`config.mk`:
```
export PLATFORM = sky130hd
export DESIGN_NAME = csr_reset_ctl
export DESIGN_NICKNAME = d
export VERILOG_FILES = /design/src/hw/csr_pkg.sv /design/src/hw/csr_pin_sync.sv /design/src/hw/csr_reset_ctl.sv
export SDC_FILE = /design/constraint.sdc
export NUM_CORES = 1
export LEC_CHECK = 0
export BUFFER_PORTS_ARGS = -buffer_cell sky130_fd_sc_hd__buf_2
export CAP_MARGIN = 0
export CORE_MARGIN = 5
export CORE_UTILIZATION = 45
export CTS_CLUSTER_DIAMETER = 120
export DETAILED_ROUTE_END_ITERATION = 16
export PLACE_DENSITY = 0.59
export SLEW_MARGIN = 25
export SYNTH_ARGS = -nofsm -noshare
export SYNTH_HDL_FRONTEND = slang
export SYNTH_SLANG_ARGS = --single-unit
export TNS_END_PERCENT = 5
```
`constraint.sdc`:
```
create_clock -name sys_clk -period 4 [get_ports sys_clk]
set_input_delay 0.8 -clock sys_clk [delete_from_list [all_inputs] [get_ports sys_clk]]
set_output_delay 0.8 -clock sys_clk [all_outputs]
set_load 0.03 [all_outputs]
```
`src/hw/csr_pkg.sv`:
```
package csr_pkg;

	// Seven-bit own address; start bytes are 0x90 (write) and 0x91 (read).
	localparam logic [6:0] OWN_ADDR       = 7'h48;
	// Seven-bit general call address.
	localparam logic [6:0] GCALL_ADDR     = 7'h00;
	// Pointer value that acts as the reset command.
	localparam logic [7:0] PTR_RESET_CMD  = 8'hbf;
	// Command byte after a general call that resets the part.
	localparam logic [7:0] GCALL_RESET    = 8'h06;
	// Pointer value after reset and after a stop.
	localparam logic [7:0] PTR_RESET_VAL  = 8'h00;
	// Reload busy time in microseconds and the clock rate in MHz.
	localparam int         RELOAD_US      = 2000;
	localparam int         CLK_MHZ        = 100;
	localparam int         RELOAD_CYCLES  = RELOAD_US * CLK_MHZ;
	// Width of the reload counter.
	localparam int         CNT_W          = 18;

	// Decoder states, one-hot.
	typedef enum logic [5:0] {
		ST_IDLE  = 6'h01,
		ST_ADDR  = 6'h02,
		ST_PTR   = 6'h04,
		ST_DATA  = 6'h08,
		ST_GCMD  = 6'h10,
		ST_SKIP  = 6'h20
	} csr_state_type;

	// Bus events delivered from the pin front end.
	typedef struct packed {
		logic start;
		logic stop;
		logic rise;
		logic fall;
		logic sda;
	} csr_bus_ev_type;

	// Front end state.
	typedef struct packed {
		logic [1:0] scl_s;
		logic [1:0] sda_s;
		logic       scl_d;
		logic       sda_d;
		csr_bus_ev_type ev;
	} csr_fe_type;

endpackage

```
`src/hw/csr_pin_sync.sv`:
```
`timescale 1ns/1ps
// Synchronises the bus pins and detects start, stop and clock edges.
module csr_pin_sync (
	input  wire logic                    sys_clk,
	input  wire logic                    sys_rst,
	input  wire logic                    scl_in,
	input  wire logic                    sda_in,
	output csr_pkg::csr_bus_ev_type      ev
);
	import csr_pkg::*;

	csr_fe_type s_r;   // All state of the front end.
	csr_fe_type s_nxt; // Next value of the state.

	// Shift pins through two flip-flops, then compare stage two with its delayed copy.
	always_comb begin
		s_nxt          = s_r;
		s_nxt.scl_s    = {s_r.scl_s[0], scl_in};
		s_nxt.sda_s    = {s_r.sda_s[0], sda_in};
		s_nxt.scl_d    = s_r.scl_s[1];
		s_nxt.sda_d    = s_r.sda_s[1];
		s_nxt.ev.sda   = s_r.sda_s[1];
		s_nxt.ev.rise  = s_r.scl_s[1] & ~s_r.scl_d;
		s_nxt.ev.fall  = ~s_r.scl_s[1] & s_r.scl_d;
		s_nxt.ev.start = s_r.scl_s[1] & s_r.scl_d & s_r.sda_d & ~s_r.sda_s[1];
		s_nxt.ev.stop  = s_r.scl_s[1] & s_r.scl_d & ~s_r.sda_d & s_r.sda_s[1];
	end

	// Register the state; idle bus reads as both lines high.
	always_ff @(posedge sys_clk or posedge sys_rst) begin
		if (sys_rst) begin
			s_r <= '{scl_s: 2'h3, sda_s: 2'h3, scl_d: 1'b1, sda_d: 1'b1, ev: '{default: 1'b0}};
		end else begin
			s_r <= s_nxt;
		end
	end

	assign ev = s_r.ev;
endmodule // csr_pin_sync

```
`src/hw/csr_reset_ctl.sv`:
```
`timescale 1ns/1ps
module csr_reset_ctl #(
	parameter int RELOAD_CNT = csr_pkg::RELOAD_CYCLES // Reload busy time in cycles.
) (
	input  wire logic                 sys_clk,
	input  wire logic                 sys_rst,
	input  wire logic                 scl_in,
	input  wire logic                 sda_in,
	output logic                      sda_out,
	output logic                      sda_oe,
	output logic [7:0]                reg_ptr,
	output logic                      reg_wr,
	output logic [7:0]                reg_wdata,
	output logic                      defaults_load,
	output logic                      reload_busy
);
	import csr_pkg::*;

	// Elaboration check: the reload count must fit the counter and last at least one cycle.
	// A zero count would wrap the counter to its top value and give the longest busy window.
	if (RELOAD_CNT < 1 || RELOAD_CNT >= (1 << CNT_W)) begin : g_cnt_chk
		$error("RELOAD_CNT out of range");
	end

	// All state of the controller.
	typedef struct packed {
		csr_state_type    st;
		logic [7:0]       shreg;     // Incoming byte.
		logic [3:0]       bitcnt;    // Bits taken in current byte.
		logic             ack_slot;  // In acknowledge clock.
		logic             ack_drv;   // Driving acknowledge low.
		logic             rst_pend;  // Reset byte acknowledged, reload starts after its ack.
		logic [7:0]       ptr;       // Register pointer.
		logic             wr;        // Write pulse to the pointed register.
		logic [7:0]       wdata;     // Data that goes with the write pulse.
		logic             load;      // Default reload pulse.
		logic             busy;      // Reload window in progress.
		logic [CNT_W-1:0] cnt;       // Cycles left in the reload window.
		logic             oe;        // Pulling the data line low.
	} csr_ctl_type;

	csr_ctl_type     s_r;   // Registered state.
	csr_ctl_type     s_nxt; // Next state.
	csr_bus_ev_type  ev;    // Synchronised bus events.
	logic [7:0]      byte_in; // Byte completed on this rising edge.

	csr_pin_sync u_sync (
		.sys_clk (sys_clk),
		.sys_rst (sys_rst),
		.scl_in  (scl_in),
		.sda_in  (sda_in),
		.ev      (ev)
	);

	// The byte as it stands with the bit of the current rising edge shifted in.
	// At the eighth rise this is the complete received byte.
	assign byte_in = {s_r.shreg[6:0], ev.sda};

	// Byte decoder, acknowledge control and reload timer.
	always_comb begin
		s_nxt      = s_r;
		s_nxt.wr   = 1'b0;
		s_nxt.load = 1'b0;
		// The pointer advances one cycle after the write pulse, so reg_ptr shows the written address.
		if (s_r.wr) begin
			s_nxt.ptr = s_r.ptr + 8'h01;
		end
		if (s_r.busy) begin
			// Reload in progress: ignore the bus except the clock fall that releases the acknowledge.
			s_nxt.st       = ST_IDLE;
			s_nxt.ack_slot = 1'b0;
			s_nxt.ack_drv  = 1'b0;
			s_nxt.rst_pend = 1'b0;
			// The acknowledge of the reset byte is let go only at the next clock fall.
			// Releasing it while the clock is high would look like a stop to other devices.
			if (ev.fall) begin
				s_nxt.oe = 1'b0;
			end
			if (s_r.cnt == '0) begin
				s_nxt.busy = 1'b0;
			end else begin
				s_nxt.cnt = s_r.cnt - 1'b1;
			end
		end else if (ev.start) begin
			// Start or repeated start begins address reception.
			s_nxt.st       = ST_ADDR;
			s_nxt.rst_pend = 1'b0;
			s_nxt.bitcnt   = 4'h0;
			s_nxt.ack_slot = 1'b0;
			s_nxt.ack_drv  = 1'b0;
			s_nxt.oe       = 1'b0;
		end else if (ev.stop) begin
			// Stop returns to idle and clears the pointer.
			s_nxt.st  = ST_IDLE;
			s_nxt.ptr = PTR_RESET_VAL;
			s_nxt.oe  = 1'b0;
			s_nxt.rst_pend = 1'b0;
			s_nxt.ack_drv = 1'b0;
		end else if (ev.fall) begin
			// Drive or release the line on the falling clock edge.
			if (s_r.ack_slot) begin
				s_nxt.oe       = s_r.ack_drv;
			end else begin
				s_nxt.oe       = 1'b0;
			end
			if (!s_r.ack_slot && s_r.bitcnt == 4'h0 && s_r.st != ST_IDLE) begin
				s_nxt.ack_drv = 1'b0;
			end
		end else if (ev.rise && s_r.st != ST_IDLE) begin
			if (s_r.ack_slot) begin
				// Acknowledge clock finished; a skipped read still gets its acknowledge released.
				s_nxt.ack_slot = 1'b0;
				s_nxt.ack_drv  = 1'b0;
				s_nxt.bitcnt   = 4'h0;
				// A reset byte was acknowledged: the reload starts now that its acknowledge is out.
				if (s_r.rst_pend) begin
					s_nxt.rst_pend = 1'b0;
					s_nxt.load     = 1'b1;
					s_nxt.busy     = 1'b1;
					s_nxt.ptr      = PTR_RESET_VAL;
					s_nxt.cnt      = CNT_W'(RELOAD_CNT - 1);
				end
			end else if (s_r.st == ST_SKIP) begin
				// Foreign address, read or unknown general call command: let the rest of the transfer pass by.
				s_nxt.st = ST_SKIP;
			end else if (s_r.bitcnt == 4'h7) begin
				s_nxt.ack_slot = 1'b1;
				s_nxt.bitcnt   = 4'h0;
				s_nxt.ack_drv  = 1'b0;
				case (s_r.st)
					ST_ADDR: begin
						if (byte_in == {OWN_ADDR, 1'b0}) begin
							s_nxt.ack_drv = 1'b1;
							s_nxt.st      = ST_PTR;
						end else if (byte_in == {OWN_ADDR, 1'b1}) begin
							// Reads are served by the register block; only ack here.
							s_nxt.ack_drv = 1'b1;
							s_nxt.st      = ST_SKIP;
						end else if (byte_in == {GCALL_ADDR, 1'b0}) begin
							s_nxt.ack_drv = 1'b1;
							s_nxt.st      = ST_GCMD;
						end else begin
							s_nxt.st = ST_SKIP;
						end
					end
					ST_PTR: begin
						s_nxt.ack_drv = 1'b1;
						if (byte_in == PTR_RESET_CMD) begin
							// Reset inside an ordinary write, no bus reset; the byte is acknowledged first.
							s_nxt.rst_pend = 1'b1;
						end else begin
							s_nxt.ptr = byte_in;
							s_nxt.st  = ST_DATA;
						end
					end
					ST_DATA: begin
						// Data goes to the pointed register, pointer advances.
						s_nxt.ack_drv = 1'b1;
						s_nxt.wr      = 1'b1;
						s_nxt.wdata   = byte_in;
						// The pointer advances one cycle later, after reg_wr has shown it.
					end
					ST_GCMD: begin
						if (byte_in == GCALL_RESET) begin
							// Acknowledge the command; the reload follows its acknowledge clock.
							s_nxt.ack_drv  = 1'b1;
							s_nxt.rst_pend = 1'b1;
						end else begin
							s_nxt.st = ST_SKIP;
						end
					end
					default: begin
						s_nxt.st = ST_IDLE;
					end
				endcase
			end else begin
				s_nxt.shreg  = byte_in;
				s_nxt.bitcnt = s_r.bitcnt + 4'h1;
			end
		end
		// Every rising clock shifts a bit in while the port listens.
		// The decoder only looks at the byte at the eighth rise, so extra shifts are harmless.
		if (ev.rise && !s_r.busy) begin
			s_nxt.shreg = byte_in;
		end
	end

	// Register the state.
	always_ff @(posedge sys_clk or posedge sys_rst) begin
		if (sys_rst) begin
			s_r <= '{st: ST_IDLE, shreg: 8'h00, bitcnt: 4'h0, ack_slot: 1'b0, ack_drv: 1'b0, rst_pend: 1'b0,
			         ptr: 8'h00, wr: 1'b0, wdata: 8'h00, load: 1'b0, busy: 1'b0, cnt: '0, oe: 1'b0};
		end else begin
			s_r <= s_nxt;
		end
	end

	// Outputs straight from flip-flops, except sda_out, which is a constant.
	// The data pin is open drain: only its enable moves, the driven level is always low.
	// The register block behind this port takes reg_ptr, reg_wr and reg_wdata as they stand.
	assign sda_out       = 1'b0;
	assign sda_oe        = s_r.oe;
	assign reg_ptr       = s_r.ptr;
	assign reg_wr        = s_r.wr;
	assign reg_wdata     = s_r.wdata;
	assign defaults_load = s_r.load;
	assign reload_busy   = s_r.busy;
endmodule // csr_reset_ctl

```
==> results of run 1 <==
-- cell usage after synthesis, types with 4 or more instances --
cell type,n,area [µm²]
nand3_1,16,80.1
or3_1,10,62.6
dfrtp_1,62,1550
a21oi_1,7,35.0
mux2_1,5,56.3
xor2_1,7,61.3
nor2b_1,7,43.8
dfstp_2,7,184
xnor2_1,6,52.6
or4_1,9,67.6
inv_1,10,37.5
mux2i_1,7,70.1
nor4_1,13,81.3
buf_4,17,128
o21ai_1,6,30.0
o21ai_0,15,75.1
nand2b_1,7,43.8
o211ai_1,7,52.6
nand2_1,29,109
nor2_1,18,67.6
mux2_2,15,169
ha_1,4,50.1
nand4_1,9,56.3
clkbuf_1,14,52.6
nor3_1,14,70.1
-- logic make-up (layout without fill, tap and decap cells) --
family | after synthesis | count (layout) | share of synthesized area
simple gates | 151 | 151 | 0.220
xor+xnor | 13 | 13 | 0.0302
compound gates | 65 | 65 | 0.120
buf+inv | 49 | 52 | 0.0723
other cells | 1 | 1 | 0.000994
fa+ha+maj | 4 | 4 | 0.0133
mux | 28 | 28 | 0.0823
flops | 69 | 69 | 0.460
-- area by class of cell --
class / instances / area, µm² / area share
Timing Repair Buffer: 25 / 130 / 0.0323
Sequential cell: 69 / 1740 / 0.431
Multi-Input combinational cell: 262 / 1760 / 0.438
Tap cell: 105 / 131 / 0.0326
Clock buffer: 10 / 128 / 0.0317
Clock inverter: 6 / 95.1 / 0.0236
Inverter: 11 / 41.3 / 0.0103
-- state kept, by name, indices dropped and copies added, names as in the netlist --
name / cells
reload_busy: 1
reg_wdata: 8
u_sync.ev: 5
byte_in: 7
reg_ptr: 8
u_sync.s_nxt: 4
s_r: 31
reg_wr: 1
sda_oe: 1
defaults_load: 1
u_sync.s_r: 2
-- routing by layer --
metal	track usage	routed length (µm)	share of wire	vias up
met2	0.238	3350	0.43	60
met4	0.0634	96	0.012	0
met1	0.240	3990	0.52	1337
li1	-	-	-	1368
met3	0.0358	307	0.040	13
met5	0	0	0	-
-- through the flow --
| stage | hold WS [ps] | power (W) |
|---|---|---|
| after floorplan | 345 | 0.000965 |
| after global placement | 350 | 0.00101 |
| after detailed placement | 347 | 0.00102 |
| after CTS | 362 | 0.00166 |
| after global routing | 367 | 0.00173 |
| final | 360 | 0.00164 |
-- power breakdown --
group          switching, W  internal (W)  total [W]
sequential        0.0000820      0.000747   0.000829
combinational     0.0000984     0.0000800   0.000178
clock              0.000279      0.000358   0.000636
total              0.000459       0.00118    0.00164
-- worst min path at each step --
stage                                     end  cells past startpoint
global placement    u_sync.s_nxt[0]$_DFF_PP1_                      0
finish              u_sync.s_nxt[6]$_DFF_PP1_                      0
floorplan           u_sync.s_nxt[0]$_DFF_PP1_                      0
CTS                 u_sync.s_nxt[0]$_DFF_PP1_                      0
detailed placement  u_sync.s_nxt[0]$_DFF_PP1_                      0
global route        u_sync.s_nxt[0]$_DFF_PP1_                      0
-- critical path, stage by stage (launching register included) --
cell and delay [ps]:
dfrtp_1 430, or4_1 650, o21ai_1 560, nand2b_1 180, or4_1 350, mux2_2 380
==> flow_summary.json, run 1 <==
{
  "die_h_um": 102,
  "crit_start": "s_r[55]$_DFFE_PP0P_",
  "place_hpwl_um": 5540,
  "pre_cts_ws_ps": 1360,
  "core-area_um2": 8180,
  "syn-cell-area_um2": 3770,
  "yosysSeqAreaShare": 0.460,
  "cp-endpoint": "reg_wdata[5]$_DFFE_PP0P_",
  "cts_made_buffers": 9,
  "hp-class": "reg2reg",
  "power_density_nw_per_um2": 408,
  "h-tree-depth": 3,
  "gp_congestion": 0.941,
  "fillers": 757,
  "synthCells": 380,
  "totalWireLength_um": 7740,
  "final_common_cell": "dfrtp_1",
  "firstDrtPassIters": 4,
  "hp-start": "u_sync.s_nxt[10]$_DFF_PP1_",
  "core.rowCount": 33,
  "crit_path_max_fanout": 11,
  "wire_per_inst_um": 15.9,
  "postCtsSetupRepairBufs": 0,
  "nets": 386,
  "antenna_found_initial": 0,
  "ys_types": 62,
  "grt_pass1_vias": 2746,
  "post-route-period-util": 0.666,
  "path_class": "reg2reg",
  "utilization": 0.492,
  "antenna_cells": 0,
  "grt_pass1_wl_um": 13400,
  "outcome": "completed",
  "io_pins": 25,
  "fin_setup_tns_ps": 0,
  "setup_violations": 0,
  "timing_hold_violations_final": 0,
  "synth_enable_flop_cells": 0,
  "leakage_nw": 1.90,
  "area_growth_pct": 6.70,
  "fp.dieW_um": 102,
  "grtUsageTotal": 0.164,
  "mostFrequentLayoutCells": "62 x dfrtp_1, 29 x nand2_1, 23 x buf_2, 18 x nor2_1, 16 x nand3_1",
  "drive_gt1_frac": 0.196,
  "portBuffers": 23,
  "synthFlopType": "dfrtp_1",
  "drt-initial-drc-count": 172,
  "path_clk_slew_ps": 80,
  "fmax_mhz": 375,
  "end_kind": "flip-flop",
  "initial_core_util": 0.461,
  "clock_tree.buffer_depth": 2,
  "relSlewSlack": 0.334,
  "ff2ff_path_depth": 5,
  "cts_tree": "yes",
  "cts_resized": 0,
  "grt_max_degree": 47,
  "worst_ep_arrival_time_ps": 2900,
  "maxCapViolations": 0,
  "drc": 0,
  "avgSynthCellArea_um2": 9.92,
  "synthArstFlopShare": 1.00,
  "final_area_um2": 4020,
  "placed_cell_area_um2": 3800,
  "ir_worst_vdd_v": 0.000239,
  "die_area_um2": 10300,
  "final-max-slew-violation-count": 0,
  "final_cells": 488,
  "critPathRequiredTime_ps": 4230,
  "overflow": 0,
  "r2r-start": "s_r[55]$_DFFE_PP0P_",
  "rsz0062_at_grt": "false",
  "cts_hold_buf": 0,
  "finalClockSkew_ps": 9.89,
  "synth_seq_cells": 69,
  "viasPerCell": 5.69,
  "worst_slack_ps": 1340,
  "synth_nets": 388,
  "startpoint_type": "flip-flop",
  "fin_crit_ps": 2660,
  "synth.yosys.warnings": 0,
  "worst_pin_slew_ps": 989,
  "clock-sinks": 69,
  "clk_latency_ps": 350,
  "ff2ff_setup_slack_ps": 1340,
  "dpl.cell_count": 472,
  "via_count": 2778,
  "cts_root_buf": "clkbuf_8",
  "ant_nets": 0,
  "r2r_end": "reg_wdata[5]$_DFFE_PP0P_"
}
No activity file was read; power rests on OpenSTA's default activity.
==> inputs of run 2 (changes only) <==
clock period = 2.5 ns   (was 4 ns; I/O delays follow)
==> run 2 against run 1 <==
  * First-iteration DRC count did not move
  * Via count increased by 1.8%
  * Register-to-register slack got worse by 1200 ps
  * Largest power group unchanged
==> flow_summary.json, run 2 (same netlist as run 1, synthesis figures left out) <==
{
  "wire_per_inst_um": 15.3,
  "drt-initial-drc-count": 172,
  "fin_crit_ps": 2370,
  "fp.dieW_um": 102,
  "grt_pass1_vias": 2790,
  "fillers": 791,
  "initial_core_util": 0.461,
  "clk_latency_ps": 350,
  "mostFrequentLayoutCells": "62 x dfrtp_1, 29 x nand2_1, 23 x buf_2, 18 x nor2_1, 16 x nand3_1",
  "final_common_cell": "dfrtp_1",
  "cts_made_buffers": 9,
  "area_growth_pct": 10.4,
  "critPathRequiredTime_ps": 2730,
  "die_area_um2": 10300,
  "leakage_nw": 1.98,
  "gp_congestion": 0.901,
  "drc": 0,
  "crit_path_max_fanout": 11,
  "core-area_um2": 8180,
  "drive_gt1_frac": 0.226,
  "fin_setup_tns_ps": 0,
  "power_w": 0.00278,
  "path_clk_slew_ps": 80,
  "largest_reg_flops": 31,
  "setup_violations": 0,
  "die_h_um": 102,
  "relSlewSlack": 0.522,
  "final-max-slew-violation-count": 0,
  "place_hpwl_um": 5530,
  "cts_root_buf": "clkbuf_8",
  "utilization": 0.509,
  "worst_ep_arrival_time_ps": 2600,
  "power_density_nw_per_um2": 668,
  "placed_cell_area_um2": 3900,
  "core.rowCount": 33,
  "clock_tree.buffer_depth": 2,
  "hp-class": "in2async",
  "ant_nets": 0,
  "internal-power_w": 0.00204,
  "antenna_cells": 0,
  "ff2ff_setup_slack_ps": 130,
  "ff2ff_path_depth": 5,
  "final_area_um2": 4160,
  "seqPwrFrac": 0.477,
  "cts_tree": "yes",
  "portBuffers": 23,
  "io_pins": 25,
  "finalClockSkew_ps": 12.6,
  "firstDrtPassIters": 5,
  "grt_max_degree": 45,
  "viasPerCell": 5.67,
  "h-tree-depth": 3,
  "clkPwrFrac": 0.410,
  "p_comb_frac": 0.112,
  "end_kind": "flip-flop",
  "worst_pin_slew_ps": 709,
  "whs_ps": 188,
  "largest_register": "s_r",
  "switching_share": 0.265,
  "clock-sinks": 69,
  "outcome": "completed",
  "overflow": 0,
  "grtUsageTotal": 0.166,
  "timing_hold_violations_final": 0,
  "rsz0062_at_grt": "false",
  "totalWireLength_um": 7610,
  "path_class": "reg2reg",
  "postCtsSetupRepairBufs": 0,
  "grt_pass1_wl_um": 13700,
  "maxCapViolations": 0,
  "startpoint_type": "flip-flop",
  "nets": 397,
  "via_count": 2829,
  "post-route-period-util": 0.948,
  "fmax_mhz": 422,
  "antenna_found_initial": 0,
  "ir_worst_vdd_v": 0.000497,
  "p_switching_w": 0.000736
}
## run 2: cell count changes in the layout (fill, tap and decap cells not counted)
cell / delta
a41oi_1: -1
a41oi_2: +1
buf_12: +1
buf_4: +10
bufinv_16: +1
clkbuf_1: -1
clkbuf_8: +1
clkinv_4: -1
nor4_1: -1
nor4_2: +1
## run 2: layout make-up
type | count | area, µm² | area share
Multi-Input combinational cell | 262 | 1780 | 0.427
Sequential cell | 69 | 1740 | 0.417
Timing Repair Buffer | 36 | 225 | 0.0541
Clock buffer | 10 | 138 | 0.0331
Tap cell | 105 | 131 | 0.0316
Clock inverter | 6 | 116 | 0.0279
Inverter | 11 | 41.3 | 0.00992
## run 2: worst paths after layout
path | start | to
worst min-delay path | sys_rst | byte_in[3]$_DFFE_PP0P_
worst max register to register | s_r[6]$_DFFE_PP0P_ | s_r[1]$_DFFE_PP0P_
worst max-delay path | s_r[6]$_DFFE_PP0P_ | s_r[1]$_DFFE_PP0P_
max in group asynchronous | sys_rst | s_r[53]$_DFFE_PP1P_
min in group sys_clk | sda_in | u_sync.s_nxt[8]$_DFF_PP1_
worst min register to register | u_sync.s_nxt[10]$_DFF_PP1_ | u_sync.s_nxt[6]$_DFF_PP1_
## run 2: power by group through the flow
| stage | logic [W] | registers [W] | clock network, W |
|---|---|---|---|
| 4_1_cts | 0.000315 | 0.00132 | 0.00117 |
| 2_1_floorplan | 0.000267 | 0.00128 | 0 |
| 5_1_grt | 0.000357 | 0.00134 | 0.00122 |
| 3_5_place_dp | 0.000313 | 0.00134 | 0 |
| 3_3_place_gp | 0.000306 | 0.00134 | 0 |
| 6_report | 0.000313 | 0.00133 | 0.00114 |
## run 2: critical path: stages, from the launching register on
cell	delay (ps)
dfrtp_1	420
or4_1	550
or3_1	560
o21ai_4	360
nand2_2	100
mux2_4	260
## run 2: timing repair
action | in CTS | in global routing
setup endpoints to repair | 0 | 3
endpoints found under the hold margin | 0 | 0
resized for setup | 0 | 2
hold buffers | 0 | 0
## run 2: metal layers
layer	up-vias	GRT usage	part of all wire	wire length (µm)
li1	1390	-	-	-
met1	1367	0.253	0.51	3850
met2	59	0.239	0.43	3300
met3	13	0.0255	0.044	334
met4	0	0.0552	0.016	123
met5	-	0	0	0
## run 2: stage by stage
| stage | cells | setup WS (ps) |
|---|---|---|
| 2_1_floorplan | 380 | 199 |
| 3_3_place_gp | 483 | 166 |
| 3_5_place_dp | 483 | 116 |
| 4_1_cts | 499 | 101 |
| 5_1_grt | 499 | 12.3 |
| 6_report | 499 | 129 |
